[src/verilog/scan_port_defines.vh]
`ifndef SCAN_PORT_DEFINES_VH
`define SCAN_PORT_DEFINES_VH

// ----------------------------------------
// Register sizes
// ----------------------------------------
`define INSTR_WIDTH        4
`define ID_WIDTH           32

// ----------------------------------------
// Instruction codes
// ----------------------------------------
`define OP_EXTEST          4'h0
`define OP_SAMPLE_PRELOAD  4'h1
`define OP_IDENTIFY_PART   4'h2
`define OP_FLOAT_OUTPUTS   4'h3
`define OP_CLAMP           4'h8
`define OP_CAPTURE_PATTERN 4'hD
`define OP_BYPASS          4'hF

// ----------------------------------------
// Identification field positions
// ----------------------------------------
`define ID_REV_MSB         31
`define ID_REV_LSB         28
`define ID_PART_MSB        27
`define ID_PART_LSB        12
`define ID_VENDOR_MSB      11
`define ID_VENDOR_LSB      1
`define ID_PRESENT_BIT     0

// ----------------------------------------
// Pin synchroniser reset levels
// ----------------------------------------
`define PIN_SYNC_RESET     4'hC

`endif

[src/verilog/boundary_scan_port.v]
`timescale 1ns/1ps
`default_nettype none

`include "scan_port_defines.vh"

module boundary_scan_port #(
  parameter NUM_IN            = 8,
  parameter NUM_OUT           = 8,
  parameter [3:0]  REVISION   = 4'h1,  // Arbitrary value
  parameter [15:0] PART_CODE  = 16'h0C5A,  // Arbitrary value
  parameter [10:0] VENDOR     = 11'h05B  // Arbitrary value
) (
  input  wire               clock_i,
  input  wire               rst_b_i,
  input  wire               test_clk_i,
  input  wire               test_mode_i,
  input  wire               test_data_i,
  input  wire               test_rst_b_i,
  output wire               test_data_o,
  output wire               test_data_oe_o,
  input  wire [NUM_IN-1:0]  func_in_i,
  input  wire [NUM_OUT-1:0] core_out_i,
  input  wire               core_oe_i,
  output wire [NUM_OUT-1:0] pad_out_o,
  output wire               pad_oe_o
);

  localparam CHAIN_LEN = NUM_IN + NUM_OUT;

  localparam [3:0] ST_RESET      = 4'h0;
  localparam [3:0] ST_IDLE       = 4'h1;
  localparam [3:0] ST_SEL_DR     = 4'h2;
  localparam [3:0] ST_CAP_DR     = 4'h3;
  localparam [3:0] ST_SHIFT_DR   = 4'h4;
  localparam [3:0] ST_EXIT1_DR   = 4'h5;
  localparam [3:0] ST_PAUSE_DR   = 4'h6;
  localparam [3:0] ST_EXIT2_DR   = 4'h7;
  localparam [3:0] ST_UPDATE_DR  = 4'h8;
  localparam [3:0] ST_SEL_IR     = 4'h9;
  localparam [3:0] ST_CAP_IR     = 4'hA;
  localparam [3:0] ST_SHIFT_IR   = 4'hB;
  localparam [3:0] ST_EXIT1_IR   = 4'hC;
  localparam [3:0] ST_PAUSE_IR   = 4'hD;
  localparam [3:0] ST_EXIT2_IR   = 4'hE;
  localparam [3:0] ST_UPDATE_IR  = 4'hF;

  // ----------------------------------------
  // Controller next state
  // ----------------------------------------
  function [3:0] tap_next;
    input [3:0] st;
    input       tms;
    begin
      case (st)
        ST_RESET:     tap_next = tms ? ST_RESET   : ST_IDLE;
        ST_IDLE:      tap_next = tms ? ST_SEL_DR  : ST_IDLE;
        ST_SEL_DR:    tap_next = tms ? ST_SEL_IR  : ST_CAP_DR;
        ST_CAP_DR:    tap_next = tms ? ST_EXIT1_DR : ST_SHIFT_DR;
        ST_SHIFT_DR:  tap_next = tms ? ST_EXIT1_DR : ST_SHIFT_DR;
        ST_EXIT1_DR:  tap_next = tms ? ST_UPDATE_DR : ST_PAUSE_DR;
        ST_PAUSE_DR:  tap_next = tms ? ST_EXIT2_DR : ST_PAUSE_DR;
        ST_EXIT2_DR:  tap_next = tms ? ST_UPDATE_DR : ST_SHIFT_DR;
        ST_UPDATE_DR: tap_next = tms ? ST_SEL_DR  : ST_IDLE;
        ST_SEL_IR:    tap_next = tms ? ST_RESET   : ST_CAP_IR;
        ST_CAP_IR:    tap_next = tms ? ST_EXIT1_IR : ST_SHIFT_IR;
        ST_SHIFT_IR:  tap_next = tms ? ST_EXIT1_IR : ST_SHIFT_IR;
        ST_EXIT1_IR:  tap_next = tms ? ST_UPDATE_IR : ST_PAUSE_IR;
        ST_PAUSE_IR:  tap_next = tms ? ST_EXIT2_IR : ST_PAUSE_IR;
        ST_EXIT2_IR:  tap_next = tms ? ST_UPDATE_IR : ST_SHIFT_IR;
        ST_UPDATE_IR: tap_next = tms ? ST_SEL_DR  : ST_IDLE;
        default:      tap_next = ST_RESET;
      endcase
    end
  endfunction

  // ----------------------------------------
  // Reset release
  // ----------------------------------------
  reg  rst_meta_reg;
  reg  rst_sync_reg;
  wire rst_b;

  always @(posedge clock_i or negedge rst_b_i) begin
    if (!rst_b_i) begin
      rst_meta_reg <= 1'b0;
      rst_sync_reg <= 1'b0;
    end else begin
      rst_meta_reg <= 1'b1;
      rst_sync_reg <= rst_meta_reg;
    end
  end

  assign rst_b = rst_sync_reg;

  // ----------------------------------------
  // Test pin sampling
  // ----------------------------------------
  wire [3:0] pins;
  wire       tck;
  wire       tdi;
  wire       tms;
  wire       trst_b;
  reg        tck_prev_reg;
  wire       tck_rise;
  wire       tck_fall;

  pin_sync #(
    .WIDTH   (4),
    .RST_VAL (`PIN_SYNC_RESET)
  ) u_pin_sync (
    .clock_i (clock_i),
    .rst_b_i (rst_b),
    .pin_i   ({test_rst_b_i, test_mode_i, test_data_i, test_clk_i}),
    .level_o (pins)
  );

  assign tck    = pins[0];
  assign tdi    = pins[1];
  assign tms    = pins[2];
  assign trst_b = pins[3];

  always @(posedge clock_i or negedge rst_b) begin
    if (!rst_b) begin
      tck_prev_reg <= 1'b0;
    end else begin
      tck_prev_reg <= tck;
    end
  end

  assign tck_rise = tck & ~tck_prev_reg;
  assign tck_fall = ~tck & tck_prev_reg;

  // ----------------------------------------
  // Instruction decode
  // ----------------------------------------
  reg  [3:0]           tap_state_reg;
  reg  [`INSTR_WIDTH-1:0] instruction_shift_reg;
  reg  [`INSTR_WIDTH-1:0] active_instr_reg;
  reg                  single_bit_pass_reg;
  reg  [`ID_WIDTH-1:0] identification_shift_reg;
  reg  [CHAIN_LEN-1:0] boundary_cell_chain;
  reg  [NUM_OUT-1:0]   cell_update_reg;
  reg                  tdo_reg;
  reg                  tdo_oe_reg;
  reg  [NUM_OUT-1:0]   pad_out_reg;
  reg                  pad_oe_reg;
  wire                 sel_chain;
  wire                 sel_ident;
  wire                 drive_cells;
  wire                 float_outputs;
  wire [`ID_WIDTH-1:0] ident_value;
  reg                  dr_serial_out;

  // Chain selected for extest and sample
  assign sel_chain = (active_instr_reg == `OP_EXTEST) ||
                     (active_instr_reg == `OP_SAMPLE_PRELOAD);
  assign sel_ident = (active_instr_reg == `OP_IDENTIFY_PART);
  assign drive_cells = (active_instr_reg == `OP_EXTEST) ||
                       (active_instr_reg == `OP_CLAMP);
  assign float_outputs = (active_instr_reg == `OP_FLOAT_OUTPUTS);

  assign ident_value[`ID_REV_MSB:`ID_REV_LSB]       = REVISION;
  assign ident_value[`ID_PART_MSB:`ID_PART_LSB]     = PART_CODE;
  assign ident_value[`ID_VENDOR_MSB:`ID_VENDOR_LSB] = VENDOR;
  assign ident_value[`ID_PRESENT_BIT]               = 1'b1;

  // Everything else uses the bypass bit
  always @* begin
    if (sel_chain) begin
      dr_serial_out = boundary_cell_chain[0];
    end else if (sel_ident) begin
      dr_serial_out = identification_shift_reg[0];
    end else begin
      dr_serial_out = single_bit_pass_reg;
    end
  end

  // ----------------------------------------
  // Controller and scan registers
  // ----------------------------------------
  always @(posedge clock_i or negedge rst_b) begin
    if (!rst_b) begin
      tap_state_reg            <= ST_RESET;
      instruction_shift_reg    <= `OP_CAPTURE_PATTERN;
      active_instr_reg         <= `OP_IDENTIFY_PART;
      single_bit_pass_reg      <= 1'b0;
      identification_shift_reg <= {`ID_WIDTH{1'b0}};
      boundary_cell_chain      <= {CHAIN_LEN{1'b0}};
      cell_update_reg          <= {NUM_OUT{1'b0}};
    end else if (!trst_b) begin
      tap_state_reg    <= ST_RESET;
      active_instr_reg <= `OP_IDENTIFY_PART;
    end else if (tck_rise) begin
      tap_state_reg <= tap_next(tap_state_reg, tms);
      case (tap_state_reg)
        ST_RESET: begin
          active_instr_reg <= `OP_IDENTIFY_PART;
        end
        ST_CAP_IR: begin
          instruction_shift_reg <= `OP_CAPTURE_PATTERN;
        end
        ST_SHIFT_IR: begin
          instruction_shift_reg <= {tdi, instruction_shift_reg[`INSTR_WIDTH-1:1]};
        end
        ST_UPDATE_IR: begin
          active_instr_reg <= instruction_shift_reg;
        end
        ST_CAP_DR: begin
          single_bit_pass_reg <= 1'b0;
          if (sel_ident) begin
            identification_shift_reg <= ident_value;
          end
          if (sel_chain) begin
            boundary_cell_chain <= {func_in_i, pad_out_reg};
          end
        end
        ST_SHIFT_DR: begin
          single_bit_pass_reg <= tdi;
          if (sel_ident) begin
            identification_shift_reg <= {tdi, identification_shift_reg[`ID_WIDTH-1:1]};
          end
          if (sel_chain) begin
            boundary_cell_chain <= {tdi, boundary_cell_chain[CHAIN_LEN-1:1]};
          end
        end
        ST_UPDATE_DR: begin
          if (sel_chain) begin
            cell_update_reg <= boundary_cell_chain[NUM_OUT-1:0];
          end
        end
        default: begin
          single_bit_pass_reg <= single_bit_pass_reg;
        end
      endcase
    end
  end

  // ----------------------------------------
  // Serial output on falling edge
  // ----------------------------------------
  // Output changes on falling test clock
  always @(posedge clock_i or negedge rst_b) begin
    if (!rst_b) begin
      tdo_reg    <= 1'b0;
      tdo_oe_reg <= 1'b0;
    end else if (tck_fall) begin
      tdo_oe_reg <= (tap_state_reg == ST_SHIFT_IR) || (tap_state_reg == ST_SHIFT_DR);
      tdo_reg    <= (tap_state_reg == ST_SHIFT_IR) ? instruction_shift_reg[0]
                                                  : dr_serial_out;
    end
  end

  // ----------------------------------------
  // Functional output control
  // ----------------------------------------
  // All functional outputs boundary controlled
  always @(posedge clock_i or negedge rst_b) begin
    if (!rst_b) begin
      pad_out_reg <= {NUM_OUT{1'b0}};
      pad_oe_reg  <= 1'b0;
    end else begin
      pad_out_reg <= drive_cells ? cell_update_reg : core_out_i;
      pad_oe_reg  <= float_outputs ? 1'b0 : (drive_cells | core_oe_i);
    end
  end

  assign test_data_o    = tdo_reg;
  assign test_data_oe_o = tdo_oe_reg;
  assign pad_out_o      = pad_out_reg;
  assign pad_oe_o       = pad_oe_reg;

endmodule

`default_nettype wire

[src/verilog/pin_sync.v]
`timescale 1ns/1ps
`default_nettype none

module pin_sync #(
  parameter WIDTH               = 4,
  parameter [WIDTH-1:0] RST_VAL = {WIDTH{1'b0}}
) (
  input  wire             clock_i,
  input  wire             rst_b_i,
  input  wire [WIDTH-1:0] pin_i,
  output wire [WIDTH-1:0] level_o
);

  reg [WIDTH-1:0] stage1_reg;
  reg [WIDTH-1:0] stage2_reg;
  reg [WIDTH-1:0] stage3_reg;
  reg [WIDTH-1:0] level_reg;
  wire [WIDTH-1:0] agree;

  // ----------------------------------------
  // Three stages, accept when two agree
  // ----------------------------------------
  assign agree = ~(stage2_reg ^ stage3_reg);

  always @(posedge clock_i or negedge rst_b_i) begin
    if (!rst_b_i) begin
      stage1_reg <= RST_VAL;
      stage2_reg <= RST_VAL;
      stage3_reg <= RST_VAL;
      level_reg  <= RST_VAL;
    end else begin
      stage1_reg <= pin_i;
      stage2_reg <= stage1_reg;
      stage3_reg <= stage2_reg;
      level_reg  <= (agree & stage3_reg) | (~agree & level_reg);
    end
  end

  assign level_o = level_reg;

endmodule

`default_nettype wire

[config.mk]
export PLATFORM = sky130hd
export DESIGN_NAME = boundary_scan_port
export DESIGN_NICKNAME = d
export VERILOG_FILES = /design/src/verilog/boundary_scan_port.v /design/src/verilog/pin_sync.v
export VERILOG_INCLUDE_DIRS = /design/src /design/src/verilog
export SDC_FILE = /design/constraint.sdc
export NUM_CORES = 1
export LEC_CHECK = 0
export ABC_AREA = 1
export BUFFER_PORTS_ARGS = -buffer_cell sky130_fd_sc_hd__buf_2
export CAP_MARGIN = 10
export CORE_MARGIN = 2
export CORE_UTILIZATION = 50
export DETAILED_ROUTE_END_ITERATION = 10
export GPL_TIMING_DRIVEN = 0
export HOLD_SLACK_MARGIN = 0.15
export PLACE_DENSITY_LB_ADDON = 0.25
export SETUP_SLACK_MARGIN = 0.15
export SYNTH_ARGS = -nofsm -noshare
export SYNTH_HDL_FRONTEND = slang
export SYNTH_SLANG_ARGS = --single-unit
[constraint.sdc]
create_clock -name clock_i -period 3 [get_ports clock_i]
set_clock_uncertainty 0.15 [all_clocks]
set_input_delay 0.3 -clock clock_i [delete_from_list [all_inputs] [get_ports clock_i]]
set_output_delay 0.3 -clock clock_i [all_outputs]
set_load 0.02 [all_outputs]
* Word-level counts from Yosys, hierarchy flattened
Index checks and enable logic that the tools add are counted.
Storage, ports and cells: output and inout port bits 11, flip-flop bits (word level) 99, input bits 23, logic and storage cells 101
Cells by class: bitwise gates (word level) 11, reductions and logical operators 16, equal/unequal tests 25, muxes and demuxes 31
Operators by type and width (count):
- 2-to-1 mux 32 bit | 2
- case mux 32 bit (2 select lines) | 1
- case mux 4 bit (12 select lines) | 1
- == test 4 bit (second input constant) | 9
- 2-to-1 mux 16 bit | 2
- 2-to-1 mux 4 bit | 8
- case mux 16 bit (2 select lines) | 1
- == test 4 x 2 -> 1 bit (second input constant) | 4
- == test 4 x 3 -> 1 bit (second input constant) | 4
- case mux 4 bit (2 select lines) | 2
- inequality test 2 bit (second input constant) | 5
- AND reduction 5 bit | 2
- bitwise AND 4 bit | 2
- == test 4 x 1 -> 1 bit (second input constant) | 2
- zero test 4 bit | 2
- 2-to-1 mux 8 bit | 1
- NOT 4 bit | 2
- 2-to-1 mux 1 bit | 7
- 2-to-1 mux 2 bit | 3
- 2-to-1 mux 3 bit | 2
- AND reduction 3 bit | 2
- bitwise OR 4 bit | 1
- AND reduction 4 bit | 1
- nonzero test 2 bit | 2
- other kinds (10) | 15

* Longest topological paths before layout
depth after elaboration 5, depth in mapped cells 10, mapped depth without buffers 8

* Hierarchy
A second synthesis with hierarchy kept.
Unflattened totals: cell total of the unflattened synthesis 501, area total of the unflattened synthesis 4414.2 um^2
By module, submodules not included:
- boundary_scan_port | times used 1, cells an instance 469, sequential area each 2082.0 um^2, area an instance 3938.8 um^2
- pin_sync | times used 1, cells an instance 32, sequential area each 410.4 um^2, area an instance 475.5 um^2

* Least setup slack after synthesis
No wires, ideal clock.
path type register to register, from register tap_state_reg[0], to register cell_update_reg[5], period minus slack after synthesis 1681 ps, buffers on the path 3, cell stages (with the launch flop) 9, arrival time 1412 ps, library setup time 119 ps, required time 2731 ps, slack 1319 ps, cells stage by stage dfrtp_1 > buf_6 > nor2_2 > nand2_1 > or3_1 > buf_6 > buf_12 > nand2_2 > o21ai_2
On the way: longest elaborated chain between the ends 2
Ends and longest elaborated chain:
- from (decl) | RTL line boundary_scan_port.v:136 | reg [3:0] tap_state_reg;
- from (signal assigned) | RTL line boundary_scan_port.v:194 | tap_state_reg <= tap_next(tap_state_reg, tms);
- == test 4 bit | RTL line boundary_scan_port.v:195 | case (tap_state_reg)
- AND reduction 4 bit (no line)
- to (signal assigned) | RTL line boundary_scan_port.v:189 | cell_update_reg <= {NUM_OUT{1'b0}};
- to (signal assigned) | RTL line boundary_scan_port.v:228 | cell_update_reg <= boundary_cell_chain[NUM_OUT-1:0];
- to (decl) | RTL line boundary_scan_port.v:142 | reg [NUM_OUT-1:0] cell_update_reg;
No other way between the ends. A chain may end at the register's enable or synchronous reset.

* Worst setup path after layout
from register tap_state_reg[3], to register identification_shift_reg[30]
On the way: longest elaborated chain between the ends 3, elaborated cells on any way between the ends 7, classes of those cells eq/ne (4); mux (1); reduce/logical (2)
Ends and longest elaborated chain:
- == test 4 x 2 -> 1 bit / == test 4 x 3 -> 1 bit (equally long branches) | RTL line boundary_scan_port.v:195
- inequality test 2 bit (no line) / nonzero test 2 bit (equally long branches)
- AND reduction 5 bit (no line)
- to (signal assigned) | RTL line boundary_scan_port.v:187 | identification_shift_reg <= {`ID_WIDTH{1'b0}};
- to (signal assigned) | RTL line boundary_scan_port.v:211 | identification_shift_reg <= ident_value;
- to (signal assigned) | RTL line boundary_scan_port.v:220 | identification_shift_reg <= {tdi, identification_shift_reg[`ID_WIDTH-1:1]};
- to (decl) | RTL line boundary_scan_port.v:140 | reg [`ID_WIDTH-1:0] identification_shift_reg;
Parallel ways exist; a longest one is shown, timed or not.

==> out/metrics.yaml <==
outcome:
  status: "finished, final reports clean"
global_routing:
  met2_usage_pct: 31.7
  gr-usage-met3_pct: 3.72
  grt_pass1_vias: 3228
  grt-busiest-layer: "met2"
  grt_pass1_wl_um: 15100
  grt_start_max_net_pins: 60
  gr-total-overflow: 0
  track_usage_pct: 19.6
  use_met1_pct: 26.5
  antenna_found_initial: 0
logic_synthesis:
  synth.area.top_cells: "dfrtp_1 49%, nand2_1 8.9%, dfstp_2 7.2%"
  synth_top_area_share_pct: 49.5
  synth_mux_area_share_pct: 2.05
  syn_inst: 445
  ys_types: 34
  syn_nets: 468
  yosysWarnings: 0
  synth_compound_area_share_pct: 16.8
  synth_edf_count: 0
  synth_area_um2: 4400
  yosysSeqAreaShare_pct: 56.6
  synth_top_cell_by_area: "dfrtp_1"
  synth_top_family_by_area: "compound AO/OA/AOI/OAI gates"
  synth_seq_cells: 99
  async_flop_share_pct: 100
  yosys.area_share.xor_xnor_pct: 0
  synth-simple-area-share_pct: 16.5
  synth_fa_ha_area_share_pct: 0.910
  syn_area_per_cell_um2: 9.89
  yosys_most_used_dff: "dfrtp_1"
routing:
  drtIter0Drc: 128
  drcViolationCount: 0
  dr_total_vias: 3239
  drtAntennaViolNets: 0
  firstDrtPassIters: 4
  wl_per_cell_um: 13.8
  wl_um: 8660
  via_per_inst: 5.17
cts:
  htree_levels: 3
  clock-sinks: 99
  clk_pin_slew_ns: 0.11
  insertion_delay_ns: 0.37
  cts_inserted_buffers: 9
  cts-root-buf: "clkbuf_8"
  clk_path_buf_depth: 2
  post_cts_buffers: 0
  cts_tree: "done"
  cts.repair.resized: 0
power_and_ir_drop:
  cellLeakagePower_nw: 2.59
  p_per_area_nw_per_um2: 480
  irDropWorstVdd_uv: 364
critical_path:
  crit_path_cell_trace: "nor2_1, nand2_1, nand2_4, nand2_4, clkbuf_1, o21ai_0, nand2_1"
  worstPathArrival_ns: 2.09
  end_kind: "register"
  crit_path_start: "tap_state_reg[3]$_DFFE_PN0P_"
  crit_path_max_fanout: 10
  r2r-start: "tap_state_reg[3]$_DFFE_PN0P_"
  required_ns: 3.10
  critPathKind: "register to register"
  slowest_delay_ns: 0.46
  slowest_stage: "dfrtp_1"
  startpoint_type: "register"
timing:
  rsz0062_at_grt: "no"
  setup_slack_ns: 1.01
  fin_tns_setup_ns: 0
  slew_violations: 0
  max_slew_margin_pct: 65.1
  tightest_slew_ns: 0.524
  period_share_pct: 66.4
  hold_viol: 0
  finalCriticalPeriod_ns: 1.99
  max_freq_mhz: 502
  holdWs_ns: 0.149
  setup_violations: 0
floorplan:
  io_pins: 34
  fp.coreArea_um2: 8640
  dieArea_um2: 9570
  initial_utilization_pct: 51.0
  die_w_um: 97.8
  placement_rows: 34
  die_y_um: 97.8
final_layout:
  final_core_util_pct: 59.6
  postLayoutCellArea_um2: 5150
  drive_above_1_share_pct: 25.5
  most-common-layout-cells: "104 x nand2_1, 86 x dfrtp_1, 49 x o21ai_0, 38 x inv_1, 38 x buf_2"
  largest_register_ffs: 32
  area_growth_pct: 17.1
  nets: 536
  final_common_cell: "nand2_1"
  num_antenna_cells: 0
min_path:
  hold_path.class: "register to async pin"
place:
  hpwl_um: 5840
  preCtsSetupSlack_ns: 1.07
  place_area_um2: 4730
  io_buffers: 33
  gp_congestion: 0.870
job:
  max_cap_violations: 0
-- cell usage after synthesis (all sizes together) (2+ instances only) --
cell type and number:
o21ai 85, a31oi 2, o211ai 15, dfrtp 87
mux2 8, buf 14, dfstp 12, nand3 32
maj3 4, clkbuf 8, inv 40, nor2 19
nand2 110
-- metrics by stage --
stage                     power (W)  cells
final                       0.00247    626
after detailed placement    0.00166    587
after floorplan             0.00158    445
after CTS                   0.00250    626
after global placement      0.00165    586
after global routing        0.00258    626
-- cells by family (layout without fill, tap and decap cells) --
| logic type | count (synthesis) | count (layout) |
|---|---|---|
| buffers and inverters | 62 | 135 |
| muxes | 8 | 8 |
| AOI/OAI and AO/OA | 108 | 108 |
| other | 1 | 1 |
| DFF | 99 | 99 |
| adders and majority gates | 4 | 4 |
| and+or+nand+nor | 163 | 163 |
-- final timing paths --
| kind | end | slack [ns] | cells after the start |
|---|---|---|---|
| max in group asynchronous | u_pin_sync.stage3_reg[3]$_DFF_PN1_ | 1.84 | 1 |
| max reg2reg | identification_shift_reg[30]$_DFFE_PN0P_ | 1.01 | 7 |
| min in group clock_i | u_pin_sync.stage2_reg[2]$_DFF_PN1_ | 0.21 | 0 |
| min | cell_update_reg[0]$_DFFE_PN0P_ | 0.15 | 0 |
| min reg2reg | cell_update_reg[0]$_DFFE_PN0P_ | 0.15 | 0 |
| max | identification_shift_reg[30]$_DFFE_PN0P_ | 1.01 | 7 |
-- worst max-delay path: cells and delay by family, from the launching register on --
kind,cells,cell delay [ns]
compound gates,1,0.20
buf+inv,1,0.22
simple gates,5,0.83
flops,1,0.46
-- area by class of cell --
cell class	instances	area (um^2)
Buffer	22	159
Tap cell	108	135
Clock inverter	6	61.3
Clock buffer	10	128
Inverter	40	150
Timing Repair Buffer	57	423
Sequential cell	99	2500
Multi-Input combinational cell	284	1600
Fill cell	751	3480
-- report_power, final --
part / internal [W] / switching, W
logic: 0.0000908 / 0.000143
clock network: 0.000321 / 0.000496
registers: 0.00138 / 0.0000380
-- routing by layer --
metal  share of wire (%)  routed length (um)  vias to the layer above
li1                    -                   -                     1608
met1                  48                4130                     1562
met2                  48                4130                       56
met3                 2.6                 228                       13
met4                 1.9                 165                        0
met5                   0                   0                        -
-- what timing repair did --
action,4_1_cts,5_1_grt
hold buffers,23,0
hold endpoints to repair,23,0
endpoints found under the setup margin,0,0
Note: power is estimated with default switching activity, not from simulation.
